===== src/design/ilc_pkg.sv =====
package ilc_pkg;

  // clock and timer tick
  localparam int CLK_MHZ = 50;
  localparam int TICK_NS = 1000;
  localparam int TICK_DIV_DEF = (TICK_NS * CLK_MHZ) / 1000;

  // times are written in sixteenths of a tick and rounded to whole ticks
  localparam int TIME_W = 24;
  localparam int RND_FRAC = 4;
  localparam logic [TIME_W-1:0] RND_HALF = 24'h000008;
  typedef logic signed [TIME_W-1:0] tick_t;

  // writable register word indices (byte address = index * 4)
  localparam int NCFG = 14;
  localparam int IDX_CTRL = 0;
  localparam int IDX_TICK_DIV = 1;
  localparam int IDX_EXP_FIRST = 2;
  localparam int IDX_LDUR_FIRST = 4;
  localparam int IDX_LDLY_FIRST = 6;
  localparam int IDX_MDLY_FIRST = 8;
  localparam int IDX_EXP_MIN = 10;
  localparam int IDX_EXP_MAX = 11;
  localparam int IDX_READOUT = 12;
  localparam int IDX_SPACING = 13;

  // read-only register byte offsets
  localparam logic [7:0] OFS_STATUS = 8'h38;
  localparam logic [7:0] OFS_EFF_EXP = 8'h40;
  localparam logic [7:0] OFS_EFF_DLY = 8'h48;
  localparam logic [7:0] OFS_EFF_LDLY = 8'h50;
  localparam logic [7:0] OFS_EFF_LDUR = 8'h58;
  localparam logic [7:0] OFS_REARM = 8'h60;

  // control register fields
  localparam int CTRL_EN = 0;
  localparam int CTRL_AREA = 1;
  localparam int CTRL_SCAN_LSB = 2;
  localparam int CTRL_OVL = 4;
  localparam int CTRL_DLY_LSB = 5;
  localparam int CTRL_CC_LSB = 7;
  localparam int CTRL_R1_LSB = 11;
  localparam int CTRL_R2_LSB = 13;

  // status register fields
  localparam int ST_VIOL = 0;
  localparam int ST_BUSY = 1;
  localparam int ST_NEXT = 2;

  // reset values
  localparam logic [31:0] CTRL_RST = 32'h00004880;
  localparam logic [31:0] TICK_DIV_RST = 32'(TICK_DIV_DEF);
  localparam logic [31:0] EXP_MAX_RST = 32'h007fffff;

  localparam logic [1:0] ROUTE_ONE = 2'h1;
  localparam logic [1:0] ROUTE_TWO = 2'h2;

  typedef enum logic [1:0] {SCAN_FIXED, SCAN_CONT, SCAN_MULTI} scan_mode_t;
  typedef enum logic [1:0] {DLY_MANUAL, DLY_START, DLY_END} delay_mode_t;
  typedef enum logic {ST_IDLE, ST_RUN} run_state_t;

endpackage


===== src/design/interleaved_cycle_controller.sv =====
// How it works
// - programs alternate, first program begins
// - toggle returns to first at scan start
// - continuous scan resets once per sequence
// - fixed-length scan resets every phase
// - multi-phase scan resets only first phase
// - merged exposure reset routed to four lines
// - each light pulse routed one, two, none
// - shared output carries OR of pulses
// - line or frame trigger starts cycle
// - five timeline events per program
// - exposure, light and delay intervals defined
// - light delay signed from exposure start
// - events ordered, all before rearm point
// - early trigger reports violation
// - exposure clamped to min/max range
// - no overlap: next start after readout
// - overlap: next end after readout
// - reset spacing never below minimum
// - second rearm assumes first follows
// - first rearm takes worst successor in line trigger mode
// - manual delay raised to negated light delay
// - aligned modes match start or end
`timescale 1ns/1ps
`default_nettype none
module interleaved_cycle_controller
  import ilc_pkg::*;
#(
  parameter int PRE_W = 16
) (
  input wire logic clk_i,
  input wire logic rst_i,
  input wire logic wb_cyc_i,
  input wire logic wb_stb_i,
  input wire logic wb_we_i,
  input wire logic [7:0] wb_adr_i,
  input wire logic [3:0] wb_sel_i,
  input wire logic [31:0] wb_dat_i,
  output logic [31:0] wb_dat_o,
  output logic wb_ack_o,
  input wire logic line_trigger_i,
  input wire logic frame_trigger_i,
  input wire logic seq_start_i,
  input wire logic phase_start_i,
  output logic [3:0] cc_o,
  output logic isolated_output_one_o,
  output logic isolated_output_two_o,
  output logic trigger_violation_o
);

  function automatic tick_t rnd(input logic [TIME_W-1:0] v);
    tick_t s;
    // shift first and add the half bit after, so a full-scale value cannot overflow
    s = tick_t'(v) >>> RND_FRAC;
    if ((v & RND_HALF) != '0) begin
      s = s + tick_t'(1);
    end
    return s;
  endfunction

  function automatic tick_t mx(input tick_t a, input tick_t b);
    return (a > b) ? a : b;
  endfunction

  // ---------------- register bus and configuration ----------------
  logic [31:0] cfg_q [NCFG];
  logic [31:0] cfg_d [NCFG];
  logic ack_q, ack_d;
  logic [31:0] rdat_q, rdat_d;
  logic viol_q, viol_d;
  logic bus_req, bus_wr, viol_clr, viol_set;
  logic [5:0] widx;

  // effective per-program values, in ticks
  tick_t d_q [2], e_q [2], ld_q [2], lu_q [2], rearm_q [2];
  tick_t d_d [2], e_d [2], ld_d [2], lu_d [2], rearm_d [2];

  // run state
  run_state_t state_q, state_d;
  logic [PRE_W-1:0] pre_q, pre_d;
  tick_t t_q, t_d;
  logic prog_q, prog_d, next_q, next_d;
  logic [2:0] sync_q, sync_d;
  logic [3:0] cc_q, cc_d;
  logic out1_q, out1_d, out2_q, out2_d;

  logic ctl_en, ctl_area, ctl_ovl;
  scan_mode_t scan_mode;
  delay_mode_t dly_mode;
  logic [3:0] cc_route;
  logic [1:0] route1, route2;
  logic trig_edge, tog_rst, accept, early, tick;
  tick_t xs_cur, xe_cur, ls_cur, le_cur, rearm_cur;
  logic rp_w, s1_w, s2_w;

  assign ctl_en = cfg_q[IDX_CTRL][CTRL_EN];
  assign ctl_area = cfg_q[IDX_CTRL][CTRL_AREA];
  assign ctl_ovl = cfg_q[IDX_CTRL][CTRL_OVL];
  assign scan_mode = scan_mode_t'(cfg_q[IDX_CTRL][CTRL_SCAN_LSB +: 2]);
  assign dly_mode = delay_mode_t'(cfg_q[IDX_CTRL][CTRL_DLY_LSB +: 2]);
  assign cc_route = cfg_q[IDX_CTRL][CTRL_CC_LSB +: 4];
  assign route1 = cfg_q[IDX_CTRL][CTRL_R1_LSB +: 2];
  assign route2 = cfg_q[IDX_CTRL][CTRL_R2_LSB +: 2];

  assign bus_req = wb_cyc_i && wb_stb_i && !ack_q;
  assign bus_wr = bus_req && wb_we_i;
  assign widx = wb_adr_i[7:2];
  assign viol_clr = bus_wr && (wb_adr_i == OFS_STATUS) && wb_sel_i[0] && wb_dat_i[ST_VIOL];

  always_comb begin
    for (int i = 0; i < NCFG; i++) begin
      cfg_d[i] = cfg_q[i];
      if (bus_wr && (widx == 6'(i))) begin
        for (int b = 0; b < 4; b++) begin
          if (wb_sel_i[b]) begin
            cfg_d[i][8*b +: 8] = wb_dat_i[8*b +: 8];
          end
        end
      end
    end
    ack_d = bus_req;
    rdat_d = 32'h00000000;
    if (bus_req && !wb_we_i) begin
      if (widx < 6'(NCFG)) begin
        rdat_d = cfg_q[widx[3:0]];
      end else begin
        // readback of rounded and computed values
        case (wb_adr_i)
          OFS_STATUS: rdat_d = {29'h0, next_q, (state_q == ST_RUN), viol_q};
          OFS_EFF_EXP: rdat_d = 32'(e_q[0]);
          OFS_EFF_EXP + 8'h04: rdat_d = 32'(e_q[1]);
          OFS_EFF_DLY: rdat_d = 32'(d_q[0]);
          OFS_EFF_DLY + 8'h04: rdat_d = 32'(d_q[1]);
          OFS_EFF_LDLY: rdat_d = 32'(signed'(ld_q[0]));
          OFS_EFF_LDLY + 8'h04: rdat_d = 32'(signed'(ld_q[1]));
          OFS_EFF_LDUR: rdat_d = 32'(lu_q[0]);
          OFS_EFF_LDUR + 8'h04: rdat_d = 32'(lu_q[1]);
          OFS_REARM: rdat_d = 32'(rearm_q[0]);
          OFS_REARM + 8'h04: rdat_d = 32'(rearm_q[1]);
          default: rdat_d = 32'h00000000;
        endcase
      end
    end
    // set wins over a simultaneous software clear
    viol_d = viol_q;
    if (viol_clr) begin
      viol_d = 1'b0;
    end
    if (viol_set) begin
      viol_d = 1'b1;
    end
  end

  always_ff @(posedge clk_i) begin
    if (rst_i) begin
      for (int i = 0; i < NCFG; i++) begin
        cfg_q[i] <= 32'h00000000;
      end
      cfg_q[IDX_CTRL] <= CTRL_RST;
      cfg_q[IDX_TICK_DIV] <= TICK_DIV_RST;
      cfg_q[IDX_EXP_MAX] <= EXP_MAX_RST;
      ack_q <= 1'b0;
      rdat_q <= 32'h00000000;
      viol_q <= 1'b0;
    end else begin
      cfg_q <= cfg_d;
      ack_q <= ack_d;
      rdat_q <= rdat_d;
      viol_q <= viol_d;
    end
  end

  assign wb_ack_o = ack_q;
  assign wb_dat_o = rdat_q;
  assign trigger_violation_o = viol_q;

  // ---------------- program timing computation ----------------
  tick_t emin, emax, ro, sp;
  tick_t md [2], dmin [2];
  tick_t end_al;

  // rearm point of a program whose successor has delay dn and exposure en
  function automatic tick_t rearm_of(input tick_t xs, input tick_t xe, input tick_t le,
                                     input tick_t dn, input tick_t en, input logic ovl,
                                     input tick_t rdo, input tick_t spc);
    tick_t r;
    r = mx(xe, le);
    // next start not before readout end
    // next end not before readout end
    r = mx(r, ovl ? (xe + rdo - dn - en) : (xe + rdo - dn));
    r = mx(r, xs + spc - dn);
    return mx(r, tick_t'(1));
  endfunction

  always_comb begin
    emin = mx(rnd(cfg_q[IDX_EXP_MIN][TIME_W-1:0]), tick_t'(1));
    emax = mx(rnd(cfg_q[IDX_EXP_MAX][TIME_W-1:0]), emin);
    ro = rnd(cfg_q[IDX_READOUT][TIME_W-1:0]);
    sp = rnd(cfg_q[IDX_SPACING][TIME_W-1:0]);
    for (int p = 0; p < 2; p++) begin
      e_d[p] = rnd(cfg_q[IDX_EXP_FIRST + p][TIME_W-1:0]);
      if (e_d[p] < emin) begin
        e_d[p] = emin;
      end
      if (e_d[p] > emax) begin
        e_d[p] = emax;
      end
      ld_d[p] = rnd(cfg_q[IDX_LDLY_FIRST + p][TIME_W-1:0]);
      lu_d[p] = mx(rnd(cfg_q[IDX_LDUR_FIRST + p][TIME_W-1:0]), tick_t'(1));
      md[p] = mx(rnd(cfg_q[IDX_MDLY_FIRST + p][TIME_W-1:0]), tick_t'(0));
      dmin[p] = mx(tick_t'(0), -ld_d[p]);
    end
    end_al = mx(dmin[0] + e_d[0], dmin[1] + e_d[1]);
    for (int p = 0; p < 2; p++) begin
      case (dly_mode)
        DLY_START: d_d[p] = mx(dmin[0], dmin[1]);
        DLY_END: d_d[p] = end_al - e_d[p];
        default: d_d[p] = mx(md[p], -ld_d[p]);
      endcase
    end
    rearm_d[1] = rearm_of(d_d[1], d_d[1] + e_d[1], d_d[1] + ld_d[1] + lu_d[1],
                          d_d[0], e_d[0], ctl_ovl, ro, sp);
    // first takes worst of both successors with the line trigger, only the second with the frame trigger
    rearm_d[0] = rearm_of(d_d[0], d_d[0] + e_d[0], d_d[0] + ld_d[0] + lu_d[0],
                          d_d[1], e_d[1], ctl_ovl, ro, sp);
    if (!ctl_area) begin
      rearm_d[0] = mx(rearm_d[0],
                      rearm_of(d_d[0], d_d[0] + e_d[0], d_d[0] + ld_d[0] + lu_d[0],
                               d_d[0], e_d[0], ctl_ovl, ro, sp));
    end
  end

  always_ff @(posedge clk_i) begin
    if (rst_i) begin
      for (int p = 0; p < 2; p++) begin
        d_q[p] <= '0;
        e_q[p] <= '0;
        ld_q[p] <= '0;
        lu_q[p] <= '0;
        rearm_q[p] <= '0;
      end
    end else begin
      d_q <= d_d;
      e_q <= e_d;
      ld_q <= ld_d;
      lu_q <= lu_d;
      rearm_q <= rearm_d;
    end
  end

  // ---------------- cycle execution ----------------
  // event positions of the running program
  assign xs_cur = d_q[prog_q];
  assign xe_cur = d_q[prog_q] + e_q[prog_q];
  assign ls_cur = d_q[prog_q] + ld_q[prog_q];
  assign le_cur = ls_cur + lu_q[prog_q];
  assign rearm_cur = rearm_q[prog_q];

  assign trig_edge = sync_q[1] && !sync_q[2];
  assign tick = (pre_q >= cfg_q[IDX_TICK_DIV][PRE_W-1:0] - PRE_W'(1));
  assign early = (state_q == ST_RUN) && (t_q < rearm_cur);
  assign accept = ctl_en && trig_edge && !early;
  assign viol_set = ctl_en && trig_edge && early;

  always_comb begin
    case (scan_mode)
      SCAN_CONT: tog_rst = seq_start_i;
      // first phase only, which opens the sequence
      SCAN_MULTI: tog_rst = seq_start_i;
      default: tog_rst = seq_start_i || phase_start_i;
    endcase
  end

  // intervals as windows on the timeline
  assign rp_w = (state_q == ST_RUN) && (t_q >= xs_cur) && (t_q < xe_cur);
  assign s1_w = (state_q == ST_RUN) && !prog_q && (t_q >= ls_cur) && (t_q < le_cur);
  assign s2_w = (state_q == ST_RUN) && prog_q && (t_q >= ls_cur) && (t_q < le_cur);

  always_comb begin
    sync_d = {sync_q[1:0], ctl_area ? frame_trigger_i : line_trigger_i};
    state_d = state_q;
    pre_d = tick ? '0 : pre_q + PRE_W'(1);
    t_d = (state_q == ST_RUN && tick) ? t_q + tick_t'(1) : t_q;
    prog_d = prog_q;
    next_d = tog_rst ? 1'b0 : next_q;
    if (state_q == ST_RUN && t_q >= rearm_cur) begin
      state_d = ST_IDLE;
    end
    // start the next program and flip the toggle
    if (accept) begin
      state_d = ST_RUN;
      prog_d = next_d;
      next_d = !next_d;
      t_d = '0;
      pre_d = '0;
    end
    if (!ctl_en) begin
      state_d = ST_IDLE;
    end
    // merged exposure reset to routed lines
    cc_d = {4{rp_w}} & cc_route;
    out1_d = (s1_w && route1 == ROUTE_ONE) || (s2_w && route2 == ROUTE_ONE);
    out2_d = (s1_w && route1 == ROUTE_TWO) || (s2_w && route2 == ROUTE_TWO);
  end

  always_ff @(posedge clk_i) begin
    if (rst_i) begin
      sync_q <= 3'h0;
      state_q <= ST_IDLE;
      pre_q <= '0;
      t_q <= '0;
      prog_q <= 1'b0;
      next_q <= 1'b0;
      cc_q <= 4'h0;
      out1_q <= 1'b0;
      out2_q <= 1'b0;
    end else begin
      sync_q <= sync_d;
      state_q <= state_d;
      pre_q <= pre_d;
      t_q <= t_d;
      prog_q <= prog_d;
      next_q <= next_d;
      cc_q <= cc_d;
      out1_q <= out1_d;
      out2_q <= out2_d;
    end
  end

  assign cc_o = cc_q;
  assign isolated_output_one_o = out1_q;
  assign isolated_output_two_o = out2_q;
endmodule
`default_nettype wire


===== config.mk =====
export PLATFORM = sky130hd
export DESIGN_NAME = interleaved_cycle_controller
export DESIGN_NICKNAME = d
export VERILOG_FILES = /design/src/design/ilc_pkg.sv /design/src/design/interleaved_cycle_controller.sv
export SDC_FILE = /design/constraint.sdc
export NUM_CORES = 2
export LEC_CHECK = 0
export BUFFER_PORTS_ARGS = -buffer_cell sky130_fd_sc_hd__buf_2
export CORE_MARGIN = 2
export CORE_UTILIZATION = 50
export CTS_BUF_LIST = sky130_fd_sc_hd__clkbuf_4 sky130_fd_sc_hd__clkbuf_8
export DETAILED_ROUTE_END_ITERATION = 7
export PLACE_DENSITY_LB_ADDON = 0.2
export SLEW_MARGIN = 20
export SYNTH_ARGS = -nofsm -noshare
export SYNTH_HDL_FRONTEND = slang
export SYNTH_SLANG_ARGS = --single-unit

===== constraint.sdc =====
create_clock -name clk_i -period 35.3 [get_ports clk_i]
set_clock_uncertainty 0.05 [all_clocks]
set_input_delay 0 -clock clk_i [delete_from_list [all_inputs] [get_ports clk_i]]
set_output_delay 0 -clock clk_i [all_outputs]
set_load 0.005 [all_outputs]

== After elaboration in Yosys (flattened, before gate mapping) ==
Index checks and enable logic that the tools add are counted.
Widths: inputs -> output; s select.

* Register bits: 774
* Output and inout port bits: 40

* Bitwise gates (word level): 6
* Equality and inequality tests: 32
* Mux-type cells: 74
* $lt $le $gt $ge: 38
* Add/subtract/negate cells: 43
* Reductions and logical operators: 114

{| class="wikitable"
|+ Operators with widths
! operator !! number
|-
| $mux 24 || 58
|-
| $gt 24x24->1 || 16
|-
| $add 24x24->24 || 15
|-
| $pmux 32 s11 || 1
|-
| $sub 24x24->24 || 11
|-
| $add 20x2->21 const B || 12
|-
| $gt 24x2->1 const B || 6
|-
| $bmux 32 s4 || 1
|-
| $lt 24x24->1 || 5
|-
| $reduce_and 2->1 || 56
|-
| $mux 32 || 3
|-
| $pmux 24 s2 || 2
|-
| $eq 8x7->1 const B || 10
|-
| $ge 24x24->1 || 3
|-
| $gt 1x24->1 const A || 2
|-
| $gt 24x1->1 const B || 2
|-
| $neg 24->24 || 2
|-
| $logic_and 1x1->1 || 40
|-
| $eq 6x4->1 const B || 6
|-
| $add 24x2->24 const B || 1
|-
| $eq 6x3->1 const B || 4
|-
| $add 16x1->16 const B || 1
|-
| $ge 16x16->1 || 1
|-
| $sub 16x1->16 const B || 1
|-
| other kinds (19) || 48
|}

== Longest topological paths before layout ==
* Depth after elaboration: 27
* Mapped depth: 164

== Least setup slack after synthesis ==
Ideal clock, no wire load.

* Path type: flip-flop to flip-flop
* From: register cfg_q[100] (netlist name)
* To: register rearm_q[32] (netlist name)
* Path slack: 5.754 ns
* Arrival time: 29.431 ns
* Stages on the path, launching flop included: 150
* Path buffers: 11
* Clock period less this slack: 29.546 ns
* Cell sequence: dfxtp_1 -> ha_1 -> nand4_2 -> o41a_1 -> or4b_1 -> or4_4 -> or3_4 -> buf_6 -> nand2_1 -> nor2_1 -> inv_1 -> ha_1 -> nand4_1 -> or4_1 -> o221a_2 -> nand2_1 -> buf_1 -> mux2i_1 -> [... 114 more ...] -> o21ai_0 -> nand2b_1 -> a21oi_1 -> nor2b_1 -> o21ai_0 -> nand2b_1 -> a21oi_1 -> nor2b_1 -> o21ai_0 -> o31ai_1 -> a311oi_1 -> mux2i_1 -> a21oi_1 -> nor2_1 -> and2_1 -> clkbuf_1 -> a22oi_1 -> nor2_1

{| class="wikitable"
|+ RTL lines
! element !! line !! source
|-
| from (decl) || interleaved_cycle_controller.sv:66 || <nowiki>logic [31:0] cfg_q [NCFG];</nowiki>
|-
| from (signal assigned) || interleaved_cycle_controller.sv:166 || <nowiki>cfg_q <= cfg_d;</nowiki>
|-
| to (signal assigned) || interleaved_cycle_controller.sv:247 || <nowiki>rearm_q <= rearm_d;</nowiki>
|-
| to (decl) || interleaved_cycle_controller.sv:75 || <nowiki>tick_t d_q [2], e_q [2], ld_q [2], lu_q [2], rearm_q [2];</nowiki>
|}

==> results_dict.tcl <==
set metrics [dict create \
    status "finished, final reports clean" \
    ys_seq_area_share_pct 18.4 \
    hold_depth 4 \
    initial_core_util_pct 50.4 \
    holdWs_ns 0.0923 \
    critPathMaxFanout 41 \
    ir_worst_vdd_v 0.0000782 \
    synth-seq-cells 756 \
    path_class "flip-flop to flip-flop" \
    viasPerCell 6.77 \
    cp-end-kind "flip-flop" \
    initialDrtViolationCount 13300 \
    finalSetupTns_ns 0 \
    drive_gt1_share_pct 9.01 \
    overflow 0 \
    boundaryPins 93 \
    clk_latency_ns 0.86 \
    timing.fmax_ghz 0.0293 \
    postSynthCellCount 10700 \
    crit_path_start_kind "flip-flop" \
    cap_violations 0 \
    core_mm2 0.163 \
    crit_slowest_cell "a22o_1" \
    vias 88800 \
    path_common_cell "a21oi_1" \
    tightest_slew_ns 1.36 \
    syn_area_per_cell_um2 7.66 \
    p_leak_nw 39.0 \
    slew_headroom_pct 9.45 \
    async_flop_share_pct 0 \
    wl_um 435000 \
    clockRootBuffer "clkbuf_8" \
    grt_pass1_wl_um 601000 \
    die_height_um 409 \
    final_nets 12000 \
    worst_r2r_endpoint "rearm_q[0]" \
    htree_num_levels 3 \
    grt_pass1_vias 81800 \
    hold_viol 0 \
    p_per_area_mw_per_mm2 61.2 \
    min_from "wb_adr_i[4]" \
    cts_tree "yes" \
    synth.distinct_cells 118 \
    required_ns 36.01 \
    io_buffers 92 \
    cp.arrival_ns 34.82 \
    critical-path-max-stage-delay_ns 0.98 \
    setup_viol 0 \
    synth-edff-count 0 \
    r2r_setup_slack_ns 1.18 \
    numCtsBuffers 109 \
    grtUsageTotal_pct 49.9 \
    min_to "wb_dat_o[31]" \
    place.gp.congestion 1.17 \
    antenna_left 0 \
    synth_area_mm2 0.0822 \
    die_x_um 409 \
    clock_path_buffers 3 \
    clock-sinks 756 \
    synth_flop_cell "dfxtp_1" \
    rows 148 \
    hold_class "input pin to flip-flop" \
    clk_pin_slew_worst_paths_ns 0.07 \
    dieArea_mm2 0.168 \
    final_common_cell "nand2_1" \
    final_cell_mix "nand2_1, a21oi_1, ha_1" \
    min_period_over_period_pct 96.6 \
    drc 0 \
    yosys_warnings 0 \
    area_growth_pct 8.67 \
    wl_per_cell_um 33.2 \
    dp_hpwl_um 355000 \
    grt_setup_unrepaired "false" \
    layout_min_cycle_time_ns 34.12 \
    antenna_found_initial 57 \
    dr.pass1.iters 7 \
    grt_max_degree 242 \
    reg2reg_from "cfg_q[100]" \
    maxSlewViolCount 0 \
    reg2reg_depth 133 \
]
-- synthesized netlist by cell type (91+ instances only) --
| cell | number | area share [%] |
|---|---|---|
| a21o_1 | 230 | 2.1 |
| a21oi_1 | 1069 | 6.5 |
| and3_1 | 97 | 0.74 |
| clkbuf_1 | 428 | 2.0 |
| dfxtp_1 | 756 | 18 |
| fa_1 | 112 | 2.7 |
| ha_1 | 1048 | 16 |
| inv_1 | 702 | 3.2 |
| mux2_2 | 140 | 1.9 |
| mux2i_1 | 243 | 3.0 |
| mux4_2 | 97 | 2.7 |
| nand2_1 | 1110 | 5.1 |
| nand2b_1 | 161 | 1.2 |
| nand3_1 | 658 | 4.0 |
| nand4_1 | 193 | 1.5 |
| nor2_1 | 880 | 4.0 |
| nor2b_1 | 131 | 1.0 |
| nor3_1 | 169 | 1.0 |
| o21a_1 | 91 | 0.83 |
| o21ai_0 | 410 | 2.5 |
| o21bai_1 | 144 | 1.3 |
| xnor2_1 | 532 | 5.7 |
| xor2_1 | 234 | 2.5 |
-- through the flow --
step / instance area [um^2] / setup slack, ns / total power [mW] / utilization, % / cells
after floorplan: 82300 / 5.75 / 3.15 / - / 10700
after CTS: 89000 / 1.28 / 5.29 / 54.6 / 13000
final: 89300 / 1.18 / 5.47 / 54.8 / 13100
after detailed placement: 86000 / 1.45 / 4.47 / 52.8 / 12800
after global routing: 89200 / 0.0266 / 5.70 / 54.7 / 13100
after global placement: 86000 / 1.66 / 4.45 / 52.8 / 12800
-- per-layer routing --
| layer | global-route usage [%] | up-vias | wire length [um] |
|---|---|---|---|
| li1 | - | 38400 | - |
| met1 | 59.3 | 42100 | 155000 |
| met2 | 72.9 | 6672 | 179000 |
| met3 | 15.7 | 1557 | 56700 |
| met4 | 41.9 | 30 | 43900 |
| met5 | 1.09 | - | 315 |
-- report_power, final --
group,internal [mW],leakage (nW),total (mW),switching (mW)
registers,0.876,6.11,0.905,0.0290
clock network,0.433,1.30,0.820,0.387
logic,1.35,31.6,3.74,2.39
total,2.66,39.0,5.47,2.81
-- state kept, by name, summed over array words and instances, names as in the netlist --
signal / cells
wb_dat_o: 32
isolated_output_two_o: 1
cfg_q: 444
isolated_output_one_o: 1
cc_o: 4
wb_ack_o: 1
prog_q: 1
lu_q: 42
rearm_q: 48
sync_q: 3
d_q: 48
e_q: 42
state_q: 1
ld_q: 42
cc_route: 4
trigger_violation_o: 1
t_q: 24
next_q: 1
pre_q: 16
-- final cells by class --
class	count	area (um^2)
fillers	15300	73600
multi-input cells	8783	62900
flip-flops and latches	756	15100
repair buffers	429	3210
well taps	2175	2720
inverters	709	2670
clock buffers	158	2040
clock inverters	40	453
diodes	67	168
-- worst max-delay path: cells and delay by family (launching register included) --
kind,cells,cell delay (ns)
adder cells (fa/ha/maj),13,4.42
multiplexers,3,0.68
XOR/XNOR,4,0.85
AO/OA/AOI/OAI,60,16.48
AND/OR/NAND/NOR,38,7.15
buffers and inverters,15,3.78
flip-flops,1,0.42
-- how the worst max path moves through the flow --
stage                     from           to  cells after the start
floorplan           cfg_q[100]  rearm_q[32]                    149
global placement    cfg_q[100]  rearm_q[29]                    149
detailed placement  cfg_q[100]  rearm_q[33]                    144
CTS                 cfg_q[101]  rearm_q[26]                    144
global route        cfg_q[101]  rearm_q[26]                    158
finish              cfg_q[100]   rearm_q[0]                    133
-- cells by family after synthesis --
kind of cell / after synthesis / synth area share [%]
fa+ha+maj: 1172 / 18.8
buf+inv: 1208 / 5.60
other cells: 2 / 0.00914
compound gates: 2616 / 20.1
mux: 481 / 7.55
flops: 756 / 18.4
simple gates: 3721 / 21.3
xor+xnor: 768 / 8.22
-- repair_timing --
action / CTS / global route
endpoints found under the hold margin: 515 / 0
resized for setup: 0 / 23
endpoints found under the setup margin: 0 / 24
buffers inserted: 0 / 2
hold buffers: 53 / 0
(Power assumes the default switching activity.)
